[config.mk]
export PLATFORM = sky130hd
export DESIGN_NAME = switch_link_config_status
export DESIGN_NICKNAME = d
export VERILOG_FILES = /design/src/link_cfg_pkg.sv /design/src/switch_link_config_status.sv
export SDC_FILE = /design/constraint.sdc
export NUM_CORES = 1
export LEC_CHECK = 0
export BUFFER_PORTS_ARGS = -buffer_cell sky130_fd_sc_hd__clkbuf_2
export CAP_MARGIN = 20
export CELL_PAD_IN_SITES_DETAIL_PLACEMENT = 0
export CELL_PAD_IN_SITES_GLOBAL_PLACEMENT = 1
export CORE_ASPECT_RATIO = 0.75
export CORE_MARGIN = 2
export CORE_UTILIZATION = 24
export CTS_CLUSTER_SIZE = 14
export DETAILED_ROUTE_END_ITERATION = 10
export GPL_TIMING_DRIVEN = 1
export MAX_ROUTING_LAYER = met4
export PLACE_DENSITY = 0.52
export SLEW_MARGIN = 40
export SYNTH_ARGS = -nofsm -noshare
export SYNTH_HDL_FRONTEND = slang
export SYNTH_SLANG_ARGS = --single-unit
[constraint.sdc]
create_clock -name aclk -period 3.04 [get_ports aclk]
set_input_delay 0.304 -clock aclk [delete_from_list [all_inputs] [get_ports aclk]]
set_output_delay 0.304 -clock aclk [all_outputs]
set_load 0.05 [all_outputs]
[src/link_cfg_pkg.sv]
package link_cfg_pkg;
    // Bus geometry; register byte address is four times the index
    localparam int ADDR_W = 10;
    localparam int N_EXT  = 8;
    localparam int N_PROC = 4;
    localparam int GAP_W  = 11;
    localparam int CNT_W  = 8;

    // Register indices
    localparam logic [7:0] IDX_DBG_CTRL   = 8'h10;
    localparam logic [7:0] IDX_DBG_ORIGIN = 8'h1F;
    localparam logic [7:0] IDX_EXT_STATE  = 8'h20;
    localparam logic [7:0] IDX_PROC_STATE = 8'h40;
    localparam logic [7:0] IDX_EXT_CTRL   = 8'h80;

    // Debug pin control and origin fields
    localparam int DBG_PULL_BIT = 0;
    localparam int DBG_TRAP_BIT = 1;
    localparam int ORG_TILE_BIT = 0;
    localparam int ORG_PIN_BIT  = 4;

    // Route state fields
    localparam int RX_ROUTE_BIT = 0;
    localparam int TX_ROUTE_BIT = 1;
    localparam int JUNK_BIT     = 2;
    localparam int NET_LSB      = 4;
    localparam int DIR_LSB      = 8;
    localparam int TARGET_LSB   = 16;
    localparam int KIND_LSB     = 24;

    // Link control fields
    localparam int TOKGAP_LSB = 0;
    localparam int TRGAP_LSB  = 11;
    localparam int RXRST_BIT  = 23;
    localparam int INIT_BIT   = 24;
    localparam int HELD_BIT   = 25;
    localparam int ISSUED_BIT = 26;
    localparam int ERR_BIT    = 27;
    localparam int WIDE_BIT   = 30;
    localparam int EN_BIT     = 31;

    // Reset values
    localparam logic [3:0]       DIR_RST = 4'h0;
    localparam logic [1:0]       NET_RST = 2'h0;
    localparam logic [GAP_W-1:0] GAP_RST = 11'h000;

    // Bus responses
    localparam logic [1:0] RESP_OKAY   = 2'h0;
    localparam logic [1:0] RESP_DECERR = 2'h3;
endpackage

[src/switch_link_config_status.sv]
// Implementation choice: the AXI4-Lite slave port.
`timescale 1ns/1ps
// How it works
// - Control bit 1 lets a falling pin raise a trap.
// - Control bit 0 pulls the pin low in debug mode.
// - Origin bit 4 marks the pin, bit 0 the tile.
// - Eight external state registers, order C,D,A,B,G,H,E,F.
// - Bits 25:24 give the target link kind.
// - Bits 23:16 give the target link number.
// - Direction in bits 11:8, external links only.
// - Network number in bits 5:4.
// - Bit 2 flags a junk packet.
// - Bit 1 flags outbound routing.
// - Bit 0 flags inbound routing.
// - Four processor link registers without direction.
// - Control bit 31 enables the link and pin muxing.
// - Control bit 30 selects five-wire over two-wire.
// - Sticky error on overflow or bad token, cleared by read.
// - Bit 26 shows credit issued, bit 25 credit held.
// - Bit 24 clears credit and sends a greeting; peer answers.
// - Bit 23 resynchronises the receiver.
// - Bits 21:11 space transitions, bits 10:0 tokens.
module switch_link_config_status
    import link_cfg_pkg::*;
(
    input  wire logic                              aclk,
    input  wire logic                              aresetn,
    input  wire logic [link_cfg_pkg::ADDR_W-1:0]   s_axi_awaddr,
    input  wire logic                              s_axi_awvalid,
    output logic                                   s_axi_awready,
    input  wire logic [31:0]                       s_axi_wdata,
    input  wire logic [3:0]                        s_axi_wstrb,
    input  wire logic                              s_axi_wvalid,
    output logic                                   s_axi_wready,
    output logic [1:0]                             s_axi_bresp,
    output logic                                   s_axi_bvalid,
    input  wire logic                              s_axi_bready,
    input  wire logic [link_cfg_pkg::ADDR_W-1:0]   s_axi_araddr,
    input  wire logic                              s_axi_arvalid,
    output logic                                   s_axi_arready,
    output logic [31:0]                            s_axi_rdata,
    output logic [1:0]                             s_axi_rresp,
    output logic                                   s_axi_rvalid,
    input  wire logic                              s_axi_rready,
    input  wire logic                              debug_pin_n_i,
    output logic                                   debug_pin_n_o,
    output logic                                   debug_pin_n_oe,
    input  wire logic                              node_debug_mode,
    input  wire logic                              tile_debug_event,
    output logic                                   debug_call_trap,
    input  wire logic [link_cfg_pkg::N_EXT-1:0]    ext_rx_routed,
    input  wire logic [link_cfg_pkg::N_EXT-1:0]    ext_tx_routed,
    input  wire logic [link_cfg_pkg::N_EXT-1:0]    ext_junk,
    input  wire logic [2*link_cfg_pkg::N_EXT-1:0]  ext_target_kind,
    input  wire logic [8*link_cfg_pkg::N_EXT-1:0]  ext_target_num,
    input  wire logic [link_cfg_pkg::N_PROC-1:0]   proc_rx_routed,
    input  wire logic [link_cfg_pkg::N_PROC-1:0]   proc_tx_routed,
    input  wire logic [link_cfg_pkg::N_PROC-1:0]   proc_junk,
    input  wire logic [2*link_cfg_pkg::N_PROC-1:0] proc_target_kind,
    input  wire logic [8*link_cfg_pkg::N_PROC-1:0] proc_target_num,
    input  wire logic [link_cfg_pkg::N_EXT-1:0]    ext_rx_overflow,
    input  wire logic [link_cfg_pkg::N_EXT-1:0]    ext_rx_illegal,
    input  wire logic [link_cfg_pkg::N_EXT-1:0]    ext_credit_rx,
    input  wire logic [link_cfg_pkg::N_EXT-1:0]    ext_credit_issued,
    input  wire logic [link_cfg_pkg::N_EXT-1:0]    ext_token_sent,
    output logic [link_cfg_pkg::N_EXT-1:0]         ext_enable,
    output logic [link_cfg_pkg::N_EXT-1:0]         ext_wide_mode,
    output logic [link_cfg_pkg::N_EXT-1:0]         ext_tx_allowed,
    output logic [link_cfg_pkg::N_EXT-1:0]         ext_greeting_send,
    output logic [link_cfg_pkg::N_EXT-1:0]         ext_rx_resync,
    output logic [link_cfg_pkg::GAP_W*link_cfg_pkg::N_EXT-1:0] ext_transition_gap,
    output logic [link_cfg_pkg::GAP_W*link_cfg_pkg::N_EXT-1:0] ext_token_gap,
    output logic [link_cfg_pkg::N_EXT-1:0]         dir_unused_o,
    output logic [link_cfg_pkg::N_EXT-1:0]         net_unused_o
);
    import link_cfg_pkg::*;

    // Write and read channel holding state
    logic              aw_have_q;
    logic              w_have_q;
    logic [7:0]        aw_idx_q;
    logic [31:0]       wdata_q;
    logic [3:0]        wstrb_q;
    logic              bvalid_q;
    logic [1:0]        bresp_q;
    logic              rvalid_q;
    logic [1:0]        rresp_q;
    logic [31:0]       rdata_q;

    // Debug state
    logic [1:0]        dbg_ctrl_q;
    logic              org_pin_q;
    logic              org_tile_q;
    logic              pin_prev_q;
    logic              trap_q;
    logic              pull_oe_q;

    // Per-link state
    logic [N_EXT-1:0][3:0]       dir_q;
    logic [N_EXT-1:0][1:0]       ext_net_q;
    logic [N_PROC-1:0][1:0]      proc_net_q;
    logic [N_EXT-1:0]            en_q;
    logic [N_EXT-1:0]            wide_q;
    logic [N_EXT-1:0]            err_q;
    logic [N_EXT-1:0]            issued_q;
    logic [N_EXT-1:0]            held_q;
    logic [N_EXT-1:0]            greet_q;
    logic [N_EXT-1:0]            resync_q;
    logic [N_EXT-1:0][CNT_W-1:0] credit_q;
    logic [N_EXT-1:0][GAP_W-1:0] trgap_q;
    logic [N_EXT-1:0][GAP_W-1:0] tokgap_q;

    // Write decode: fires once both address and data are held
    wire        wr_fire   = aw_have_q & w_have_q & ~bvalid_q;
    wire [31:0] wmask     = {{8{wstrb_q[3]}}, {8{wstrb_q[2]}},
                             {8{wstrb_q[1]}}, {8{wstrb_q[0]}}};
    wire [31:0] wbits     = wdata_q & wmask;
    wire        wr_dbg    = wr_fire & (aw_idx_q == IDX_DBG_CTRL);
    wire        wr_org    = wr_fire & (aw_idx_q == IDX_DBG_ORIGIN);
    wire        wr_ext_st = wr_fire & (aw_idx_q[7:3] == IDX_EXT_STATE[7:3]);
    wire        wr_proc   = wr_fire & (aw_idx_q[7:2] == IDX_PROC_STATE[7:2]);
    wire        wr_ctrl   = wr_fire & (aw_idx_q[7:3] == IDX_EXT_CTRL[7:3]);
    wire        wr_hit    = (aw_idx_q == IDX_DBG_CTRL) | (aw_idx_q == IDX_DBG_ORIGIN)
                          | (aw_idx_q[7:3] == IDX_EXT_STATE[7:3])
                          | (aw_idx_q[7:2] == IDX_PROC_STATE[7:2])
                          | (aw_idx_q[7:3] == IDX_EXT_CTRL[7:3]);

    // Read decode
    wire [7:0]  ar_idx    = s_axi_araddr[9:2];
    wire        rd_fire   = s_axi_arvalid & ~rvalid_q;
    wire        rd_ext_st = ar_idx[7:3] == IDX_EXT_STATE[7:3];
    wire        rd_proc   = ar_idx[7:2] == IDX_PROC_STATE[7:2];
    wire        rd_ctrl   = ar_idx[7:3] == IDX_EXT_CTRL[7:3];
    wire        rd_hit    = (ar_idx == IDX_DBG_CTRL) | (ar_idx == IDX_DBG_ORIGIN)
                          | rd_ext_st | rd_proc | rd_ctrl;
    wire [2:0]  rd_e      = ar_idx[2:0];
    wire [1:0]  rd_p      = ar_idx[1:0];

    // Debug pin falling edge, pin taken as synchronous already
    wire        pin_fall  = pin_prev_q & ~debug_pin_n_i;
    wire        pin_event = pin_fall & dbg_ctrl_q[DBG_TRAP_BIT];

    // Read data images per register
    logic [N_EXT-1:0][31:0]  ext_st_img;
    logic [N_PROC-1:0][31:0] proc_st_img;
    logic [N_EXT-1:0][31:0]  ctrl_img;
    logic [31:0]             rd_mux;

    assign s_axi_awready = ~aw_have_q & ~bvalid_q;
    assign s_axi_wready  = ~w_have_q & ~bvalid_q;
    assign s_axi_bvalid  = bvalid_q;
    assign s_axi_bresp   = bresp_q;
    assign s_axi_arready = ~rvalid_q;
    assign s_axi_rvalid  = rvalid_q;
    assign s_axi_rresp   = rresp_q;
    assign s_axi_rdata   = rdata_q;

    // AXI write handshake; address and data may arrive in either order
    always_ff @(posedge aclk) begin
        if (!aresetn) begin
            aw_have_q <= 1'b0;
            w_have_q  <= 1'b0;
            aw_idx_q  <= 8'h00;
            wdata_q   <= 32'h0000_0000;
            wstrb_q   <= 4'h0;
            bvalid_q  <= 1'b0;
            bresp_q   <= RESP_OKAY;
        end else begin
            if (s_axi_awvalid && s_axi_awready) begin
                aw_have_q <= 1'b1;
                aw_idx_q  <= s_axi_awaddr[9:2];
            end
            if (s_axi_wvalid && s_axi_wready) begin
                w_have_q <= 1'b1;
                wdata_q  <= s_axi_wdata;
                wstrb_q  <= s_axi_wstrb;
            end
            if (wr_fire) begin
                aw_have_q <= 1'b0;
                w_have_q  <= 1'b0;
                bvalid_q  <= 1'b1;
                bresp_q   <= wr_hit ? RESP_OKAY : RESP_DECERR;
            end else if (bvalid_q && s_axi_bready) begin
                bvalid_q <= 1'b0;
            end
        end
    end

    // AXI read; data captured at the address edge
    always_ff @(posedge aclk) begin
        if (!aresetn) begin
            rvalid_q <= 1'b0;
            rresp_q  <= RESP_OKAY;
            rdata_q  <= 32'h0000_0000;
        end else if (rd_fire) begin
            rvalid_q <= 1'b1;
            rresp_q  <= rd_hit ? RESP_OKAY : RESP_DECERR;
            rdata_q  <= rd_hit ? rd_mux : 32'h0000_0000;
        end else if (s_axi_rready) begin
            rvalid_q <= 1'b0;
        end
    end

    // Read selection
    always_comb begin
        rd_mux = 32'h0000_0000;
        if (ar_idx == IDX_DBG_CTRL) begin
            rd_mux[1:0] = dbg_ctrl_q;
        end else if (ar_idx == IDX_DBG_ORIGIN) begin
            rd_mux[ORG_PIN_BIT]  = org_pin_q;
            rd_mux[ORG_TILE_BIT] = org_tile_q;
        end else if (rd_ext_st) begin
            rd_mux = ext_st_img[rd_e];
        end else if (rd_proc) begin
            rd_mux = proc_st_img[rd_p];
        end else if (rd_ctrl) begin
            rd_mux = ctrl_img[rd_e];
        end
    end

    // Debug pin control, trap and origin tracking
    always_ff @(posedge aclk) begin
        if (!aresetn) begin
            dbg_ctrl_q <= 2'h0;
            org_pin_q  <= 1'b0;
            org_tile_q <= 1'b0;
            pin_prev_q <= 1'b1;
            trap_q     <= 1'b0;
            pull_oe_q  <= 1'b0;
        end else begin
            pin_prev_q <= debug_pin_n_i;
            if (wr_dbg) begin
                dbg_ctrl_q <= wbits[1:0];
            end
            trap_q    <= pin_event;
            pull_oe_q <= dbg_ctrl_q[DBG_PULL_BIT] & node_debug_mode;
            // Hardware events win over a software write in the same cycle
            if (pin_event || tile_debug_event) begin
                org_pin_q  <= pin_event;
                org_tile_q <= tile_debug_event & ~pin_event;
            end else if (wr_org) begin
                org_pin_q  <= wbits[ORG_PIN_BIT];
                org_tile_q <= wbits[ORG_TILE_BIT];
            end
        end
    end

    assign debug_call_trap = trap_q;
    assign debug_pin_n_oe  = pull_oe_q;
    assign debug_pin_n_o   = 1'b0; // Only ever pulls low, open-drain style

    // External links: route state image and control registers
    genvar gi;
    generate
        for (gi = 0; gi < N_EXT; gi++) begin : g_ext
            wire sel      = aw_idx_q[2:0] == 3'(gi);
            wire st_wr    = wr_ext_st & sel;
            wire ct_wr    = wr_ctrl & sel;
            wire ct_rd    = rd_fire & rd_ctrl & (rd_e == 3'(gi));
            wire init     = ct_wr & wbits[INIT_BIT];
            wire err_set  = ext_rx_overflow[gi] | ext_rx_illegal[gi];
            wire can_send = credit_q[gi] != {CNT_W{1'b0}};
            logic [CNT_W-1:0] credit_d;

            always_comb begin
                credit_d = credit_q[gi];
                if (init) begin
                    credit_d = {CNT_W{1'b0}};
                end else begin
                    if (ext_credit_rx[gi] && credit_q[gi] != {CNT_W{1'b1}}) begin
                        credit_d = credit_d + 1'b1;
                    end
                    if (ext_token_sent[gi] && can_send) begin
                        credit_d = credit_d - 1'b1;
                    end
                end
            end

            always_ff @(posedge aclk) begin
                if (!aresetn) begin
                    dir_q[gi]     <= DIR_RST;
                    ext_net_q[gi] <= NET_RST;
                    en_q[gi]      <= 1'b0;
                    wide_q[gi]    <= 1'b0;
                    trgap_q[gi]   <= GAP_RST;
                    tokgap_q[gi]  <= GAP_RST;
                    err_q[gi]     <= 1'b0;
                    issued_q[gi]  <= 1'b0;
                    held_q[gi]    <= 1'b0;
                    greet_q[gi]   <= 1'b0;
                    resync_q[gi]  <= 1'b0;
                    credit_q[gi]  <= {CNT_W{1'b0}};
                end else begin
                    if (st_wr) begin
                        dir_q[gi]     <= wbits[DIR_LSB +: 4];
                        ext_net_q[gi] <= wbits[NET_LSB +: 2];
                    end
                    if (ct_wr) begin
                        en_q[gi]     <= wbits[EN_BIT];
                        wide_q[gi]   <= wbits[WIDE_BIT];
                        trgap_q[gi]  <= wbits[TRGAP_LSB +: GAP_W];
                        tokgap_q[gi] <= wbits[TOKGAP_LSB +: GAP_W];
                    end
                    // Set beats the clear-on-read in the same cycle
                    if (err_set) begin
                        err_q[gi] <= 1'b1;
                    end else if (ct_rd) begin
                        err_q[gi] <= 1'b0;
                    end
                    if (ext_credit_issued[gi]) begin
                        issued_q[gi] <= 1'b1;
                    end else if (init || !en_q[gi]) begin
                        issued_q[gi] <= 1'b0;
                    end
                    credit_q[gi] <= credit_d;
                    held_q[gi]   <= credit_d != {CNT_W{1'b0}};
                    greet_q[gi]  <= init;
                    resync_q[gi] <= ct_wr & wbits[RXRST_BIT];
                end
            end

            always_comb begin
                ext_st_img[gi] = 32'h0000_0000;
                ext_st_img[gi][KIND_LSB +: 2]   = ext_target_kind[2*gi +: 2];
                ext_st_img[gi][TARGET_LSB +: 8] = ext_target_num[8*gi +: 8];
                ext_st_img[gi][DIR_LSB +: 4]    = dir_q[gi];
                ext_st_img[gi][NET_LSB +: 2]    = ext_net_q[gi];
                ext_st_img[gi][JUNK_BIT]        = ext_junk[gi];
                ext_st_img[gi][TX_ROUTE_BIT]    = ext_tx_routed[gi];
                ext_st_img[gi][RX_ROUTE_BIT]    = ext_rx_routed[gi];
            end

            // Write-only pulse bits read back as zero
            always_comb begin
                ctrl_img[gi] = 32'h0000_0000;
                ctrl_img[gi][EN_BIT]               = en_q[gi];
                ctrl_img[gi][WIDE_BIT]             = wide_q[gi];
                ctrl_img[gi][ERR_BIT]              = err_q[gi];
                ctrl_img[gi][ISSUED_BIT]           = issued_q[gi];
                ctrl_img[gi][HELD_BIT]             = held_q[gi];
                ctrl_img[gi][TRGAP_LSB +: GAP_W]   = trgap_q[gi];
                ctrl_img[gi][TOKGAP_LSB +: GAP_W]  = tokgap_q[gi];
            end

            assign ext_transition_gap[GAP_W*gi +: GAP_W] = trgap_q[gi];
            assign ext_token_gap[GAP_W*gi +: GAP_W]      = tokgap_q[gi];
        end
    endgenerate

    // Processor links: network number only, no direction field
    generate
        for (gi = 0; gi < N_PROC; gi++) begin : g_proc
            always_ff @(posedge aclk) begin
                if (!aresetn) begin
                    proc_net_q[gi] <= NET_RST;
                end else if (wr_proc && aw_idx_q[1:0] == 2'(gi)) begin
                    proc_net_q[gi] <= wbits[NET_LSB +: 2];
                end
            end

            always_comb begin
                proc_st_img[gi] = 32'h0000_0000;
                proc_st_img[gi][KIND_LSB +: 2]   = proc_target_kind[2*gi +: 2];
                proc_st_img[gi][TARGET_LSB +: 8] = proc_target_num[8*gi +: 8];
                proc_st_img[gi][NET_LSB +: 2]    = proc_net_q[gi];
                proc_st_img[gi][JUNK_BIT]        = proc_junk[gi];
                proc_st_img[gi][TX_ROUTE_BIT]    = proc_tx_routed[gi];
                proc_st_img[gi][RX_ROUTE_BIT]    = proc_rx_routed[gi];
            end
        end
    endgenerate

    // Link control outputs straight from their flops
    assign ext_enable        = en_q;
    assign ext_wide_mode     = wide_q;
    assign ext_tx_allowed    = held_q;
    assign ext_greeting_send = greet_q;
    assign ext_rx_resync     = resync_q;

    // Direction and network are for the router outside; nonzero flags ease probing
    generate
        for (gi = 0; gi < N_EXT; gi++) begin : g_flag
            logic dflag_q;
            logic nflag_q;
            always_ff @(posedge aclk) begin
                if (!aresetn) begin
                    dflag_q <= 1'b0;
                    nflag_q <= 1'b0;
                end else begin
                    dflag_q <= dir_q[gi] != DIR_RST;
                    nflag_q <= ext_net_q[gi] != NET_RST;
                end
            end
            assign dir_unused_o[gi] = dflag_q;
            assign net_unused_o[gi] = nflag_q;
        end
    endgenerate

endmodule // switch_link_config_status

* Yosys cells after proc, flatten, opt, wreduce, memory -nomap -nowiden
Cells that the tools add are included.
Word-level totals: register bits after elaboration 459, bits in latches 0, RAM bits 0, bits in read-only memories 0, input bits 262, logic and storage cells 449, memories 0
Operators by class: $add $sub $neg 16, multipliers 0, div/mod/pow operators 0, $lt $le $gt $ge 2, equality and inequality tests 35, shift-type cells 0, multiplexer cells 90, bitwise operators 79, reduce and logical (&&, ||, !) cells 95
Operators by type and width (count):
- $mux 8 | 32
- $mux 32 | 7
- $bmux 32 s3 | 2
- $reduce_bool 8->1 | 16
- $add 8x1->8 const B | 8
- $bmux 32 s2 | 1
- $ne 8x8->1 const B | 8
- $sub 8x1->8 const B | 8
- $and 1x1->1 | 55
- $reduce_bool 2->1 | 27
- $mux 1 | 42
- $and 32x32->32 | 1
- $eq 8x5->1 const B | 4
- $reduce_bool 4->1 | 8
- $mux 30 | 1
- $mux 27 | 1
- $eq 3x3->1 const B | 8
- $logic_and 1x1->1 | 23
- $or 1x1->1 | 16
- $eq 3x2->1 const B | 4
- $eq 6x5->1 const B | 2
- $eq 5x3->1 const B | 2
- $eq 5x5->1 const B | 2
- $logic_or 1x1->1 | 9
- 12 further kinds | 30

* Logic depth before layout (Yosys ltp)
word-level depth 10, depth in mapped cells 14, depth with buffers taken out 13

* Least setup slack after synthesis
No wires, ideal clock.
path kind register to register, start point register credit_q[56] (netlist bit), end point register held_q[7] (netlist: ext_tx_allowed[7]), setup time 133 ps, arrival 2511 ps, slack 397 ps, cell stages (with the launch flop) 15, buffers on the path 1, cell sequence dfxtp_1 ha_1 clkbuf_1 nand4_1 o21a_1 mux2_2 inv_1 ha_1 inv_1 a21oi_1 a211oi_1 a21oi_1 nor2_1 nor3_1 a31oi_1
On the way: longest elaborated chain between the ends 8
Ends and longest elaborated chain:
- start: declaration | RTL line switch_link_config_status.sv:109 | logic [N_EXT-1:0][CNT_W-1:0] credit_q;
- start signal: indexed assignment | RTL line switch_link_config_status.sv:292 | credit_q[gi] <= {CNT_W{1'b0}};
- start signal: indexed assignment | RTL line switch_link_config_status.sv:315 | credit_q[gi] <= credit_d;
- branches (longest 5 deep; another with $add 8x1->8)
- $mux 8 (*) | RTL line switch_link_config_status.sv:273 | if (ext_token_sent[gi] && can_send) begin
- $mux 8 (*) | RTL line switch_link_config_status.sv:267 | if (init) begin
- $reduce_bool 8->1 (*) | RTL line switch_link_config_status.sv:316 | held_q[gi] <= credit_d != {CNT_W{1'b0}};
- end signal: indexed assignment | RTL line switch_link_config_status.sv:316
- end: declaration | RTL line switch_link_config_status.sv:106 | logic [N_EXT-1:0] held_q;
Mark *: on every way between the ends. The select of a mux whose other input is x is not followed. A chain may end at the register's enable or synchronous reset.

* Final worst setup path
start point register credit_q[9] (netlist bit), end point register held_q[1] (netlist: ext_tx_allowed[1])
Same word-level chain as after synthesis.

==> flow_summary_export.csv <==
group,metric,value,unit
global_routing,grt_max_degree,96,
sta,slew_violations,0,
clocking,clock_path_buffers,3,
synth,synthTopCellsByArea,"dfxtp_1 (38%), nor2_1 (11%), mux4_2 (10%)",
cells_and_area,nets,3474,
route,drt-vias-per-instance,4.57,
place,port-buffer-count,524,
route,drt_wl_total,94300,µm
cells_and_area,syn_to_final_growth,22.5,%
global_routing,grt_pass1_vias,19500,
sta,slew_headroom,0.397,
cells_and_area,drive_gt1_frac,0.264,
place,gp_congestion,0.818,
synth,ys.flop_type,"dfxtp_1",
place,dpl.hpwl,69100,µm
clocking,cts_sinks,449,
global_routing,grt.total_usage,0.186,
power_and_ir_drop,seqPwrFrac,0.373,
clocking,cts.htree.levels,2,
power_and_ir_drop,clock_power_share,0.346,
route,first_iter_violations,1501,
sta,tightest_slew,0.896,ns
route,drtPass1Iterations,5,
clocking,cts-root-buf,"clkbuf_16",
global_routing,grt_pass1_wl,134000,µm
synth,synth_top_area_frac,0.384,
worst_setup_path,startpoint,"credit_q[9]",
floorplanning,rows,99,
floorplanning,coreArea,0.0970,mm²
run,cap_violations,0,
route,route.detailed.drc,0,
cells_and_area,fillers,10400,
synth,synth_commonest_cells,"nor2_1 (700), dfxtp_1 (449), a21oi_1 (365)",
cells_and_area,multi_input_area,0.0120,mm²
sta,hold_viol,0,
floorplanning,dieArea,0.100,mm²
sta,tns,0,ns
synth,synth.distinct_cells,71,
power_and_ir_drop,leakage,11.5,nW
clocking,clkTransAtPathRegs,0.06,ns
synth,yosys_warnings,0,
sta,min_period_over_period,0.913,
worst_setup_path,cp-start-kind,"flip-flop",
worst_setup_path,crit_fanout,5,
worst_setup_path,regToRegSetupSlack,0.27,ns
min_path,hp-class,"in -> reg",
synth,ys_seq_area_frac,0.384,
worst_setup_path,cp_data_required_time,3.51,ns
route,drtAntennaViolNets,0,
synth,yosysMostFrequentCell,"nor2_1",
worst_setup_path,ff2ff_path_depth,13,
synth,synth-edff-count,0,
power_and_ir_drop,pwr-share-comb,0.281,
power_and_ir_drop,cellPowerDensity,663,mW/mm²
clocking,cts_tree,"done",
cells_and_area,layout.cells.non_filler,4546,
worst_setup_path,crit_arrival,3.24,ns
worst_setup_path,worstSetupPathType,"reg -> reg",
route,num_vias,20800,
sta,whs,0.0230,ns
synth,syn_area,0.0234,mm²
sta,rsz0062_at_grt,"false",
global_routing,grt-ovfl-total,0,
floorplanning,start_util,0.242,
worst_setup_path,worstSetupEndpoint,"ext_tx_allowed[1]",
clocking,clk_latency,0.62,ns
synth,synthArstFlopShare,0,
global_routing,grt_antenna_before_repair,3,
clocking,cts_buffers,53,
floorplanning,die_w,365,µm
synth,synth-seq-cells,449,
floorplanning,die_h,275,µm
power_and_ir_drop,p_sw_frac,0.343,
sta,fmax,360,MHz
cells_and_area,ff_latch_area,0.00899,mm²
worst_setup_path,r2r-end,"ext_tx_allowed[1]",
worst_setup_path,worstSetupEndpointType,"flip-flop",
power_and_ir_drop,max-vdd-ir-drop,478,µV
power_and_ir_drop,power_switching,6.54,mW
synth,synth_area_per_cell,8.26,µm²
worst_setup_path,reg2reg_from,"credit_q[9]",
sta,setup_viol,0,
sta,min_period,2.77,ns
synth,netlist_instances,2837,
clocking,post_cts_buffers,0,
status,outcome,"completed",
floorplanning,io_pins,538,
sta,fin_skew,0.0238,ns
synth,yosysTopAreaCell,"dfxtp_1",
power_and_ir_drop,p_int,12.5,mW
route,wire_per_inst,20.7,µm
place,placedCellCount,4379,
flip-flops by register name, summed over array words and instances, names as in the netlist, 16 cells and up:
| signal | flops |
|---|---|
| credit_q | 64 |
| ctrl_img | 16 |
| dir_q | 32 |
| ext_net_q | 16 |
| ext_token_gap | 88 |
| ext_transition_gap | 88 |
| s_axi_rdata | 30 |
| wdata_q | 26 |
how the worst min path moves through the flow:
stage / startpoint / endpoint / slack (ns) / cells after the start
after floorplan: s_axi_rready / s_axi_rvalid / 0.40 / 1
after global placement: wdata_q[2] / wdata_q[2] / 0.45 / 2
after detailed placement: wdata_q[12] / wdata_q[12] / 0.45 / 2
after CTS: s_axi_wstrb[2] / wstrb_q[2] / 0.006 / 3
after global routing: s_axi_wstrb[2] / wstrb_q[2] / 0.04 / 3
final: s_axi_wstrb[2] / wstrb_q[2] / 0.02 / 3
layout by cell type (no fill, tap or decap), types with 52 or more instances in the layout:
cell	Yosys	layout
nor2_1	700	700
clkbuf_2	0	521
dfxtp_1	449	449
a21oi_1	365	365
nand2_1	208	199
mux4_2	107	107
buf_4	221	93
dlygate4sd3_1	0	67
clkbuf_16	0	53
nand3_1	54	52
mux2i_1	52	52
per-layer routing:
layer	track usage	wire [µm]	vias to the layer above
met2	0.287	42100	574
met1	0.252	44600	9855
met3	0.0361	5660	87
met5	-	0	-
met4	0.0418	1910	0
li1	-	-	10200
critical path: stages (launching register included):
cell     delay, ns
dfxtp_1       0.38
ha_1          0.23
nand2_1       0.10
o31ai_1       0.22
buf_4         0.16
mux2_2        0.35
inv_1         0.06
ha_1          0.16
nand2_1       0.10
nor3_1        0.19
xor2_1        0.21
nor2_1        0.06
nor3_1        0.26
a41oi_1       0.15
logic make-up after synthesis:
kind of cell	count (synthesis)	share of synthesized area
and+or+nand+nor	1160	0.211
AOI/OAI and AO/OA	518	0.126
DFF	449	0.384
buffers and inverters	433	0.106
muxes	166	0.128
xor gates and xnor gates	86	0.0321
adders and majority gates	24	0.0128
other	1	0.000160
final cells by class:
type,count,share of cell area
multi-input cells,1957,0.418
clock buffers,70,0.0516
flip-flops and latches,449,0.313
inverters,36,0.00497
well taps,1313,0.0572
clock inverters,27,0.00954
repair buffers,691,0.145
diodes,3,0.000261
stage by stage:
step | setup slack [ns] | total power [mW] | utilization | cell area, µm²
final | 0.265 | 19.0 | 0.296 | 28700
after global routing | 0.0305 | 20.2 | 0.296 | 28700
after CTS | 0.247 | 19.3 | 0.296 | 28700
after detailed placement | 0.297 | 12.5 | 0.271 | 26300
after global placement | 0.286 | 12.6 | 0.271 | 26300
after floorplan | 0.397 | 10.9 | - | 23400
power groups by stage:
stage	clock network, mW	registers [mW]	logic [mW]
final	6.58	7.10	5.36
after global routing	7.07	7.19	5.97
after CTS	6.83	7.10	5.38
after detailed placement	0	7.22	5.27
after global placement	0	7.26	5.33
after floorplan	0	6.97	3.97
repair_timing:
action	4_1_cts	5_1_grt
endpoints found under the hold margin	59	0
hold buffers	67	0
gates resized for setup	0	0
No activity file was read; power rests on OpenSTA's default activity.
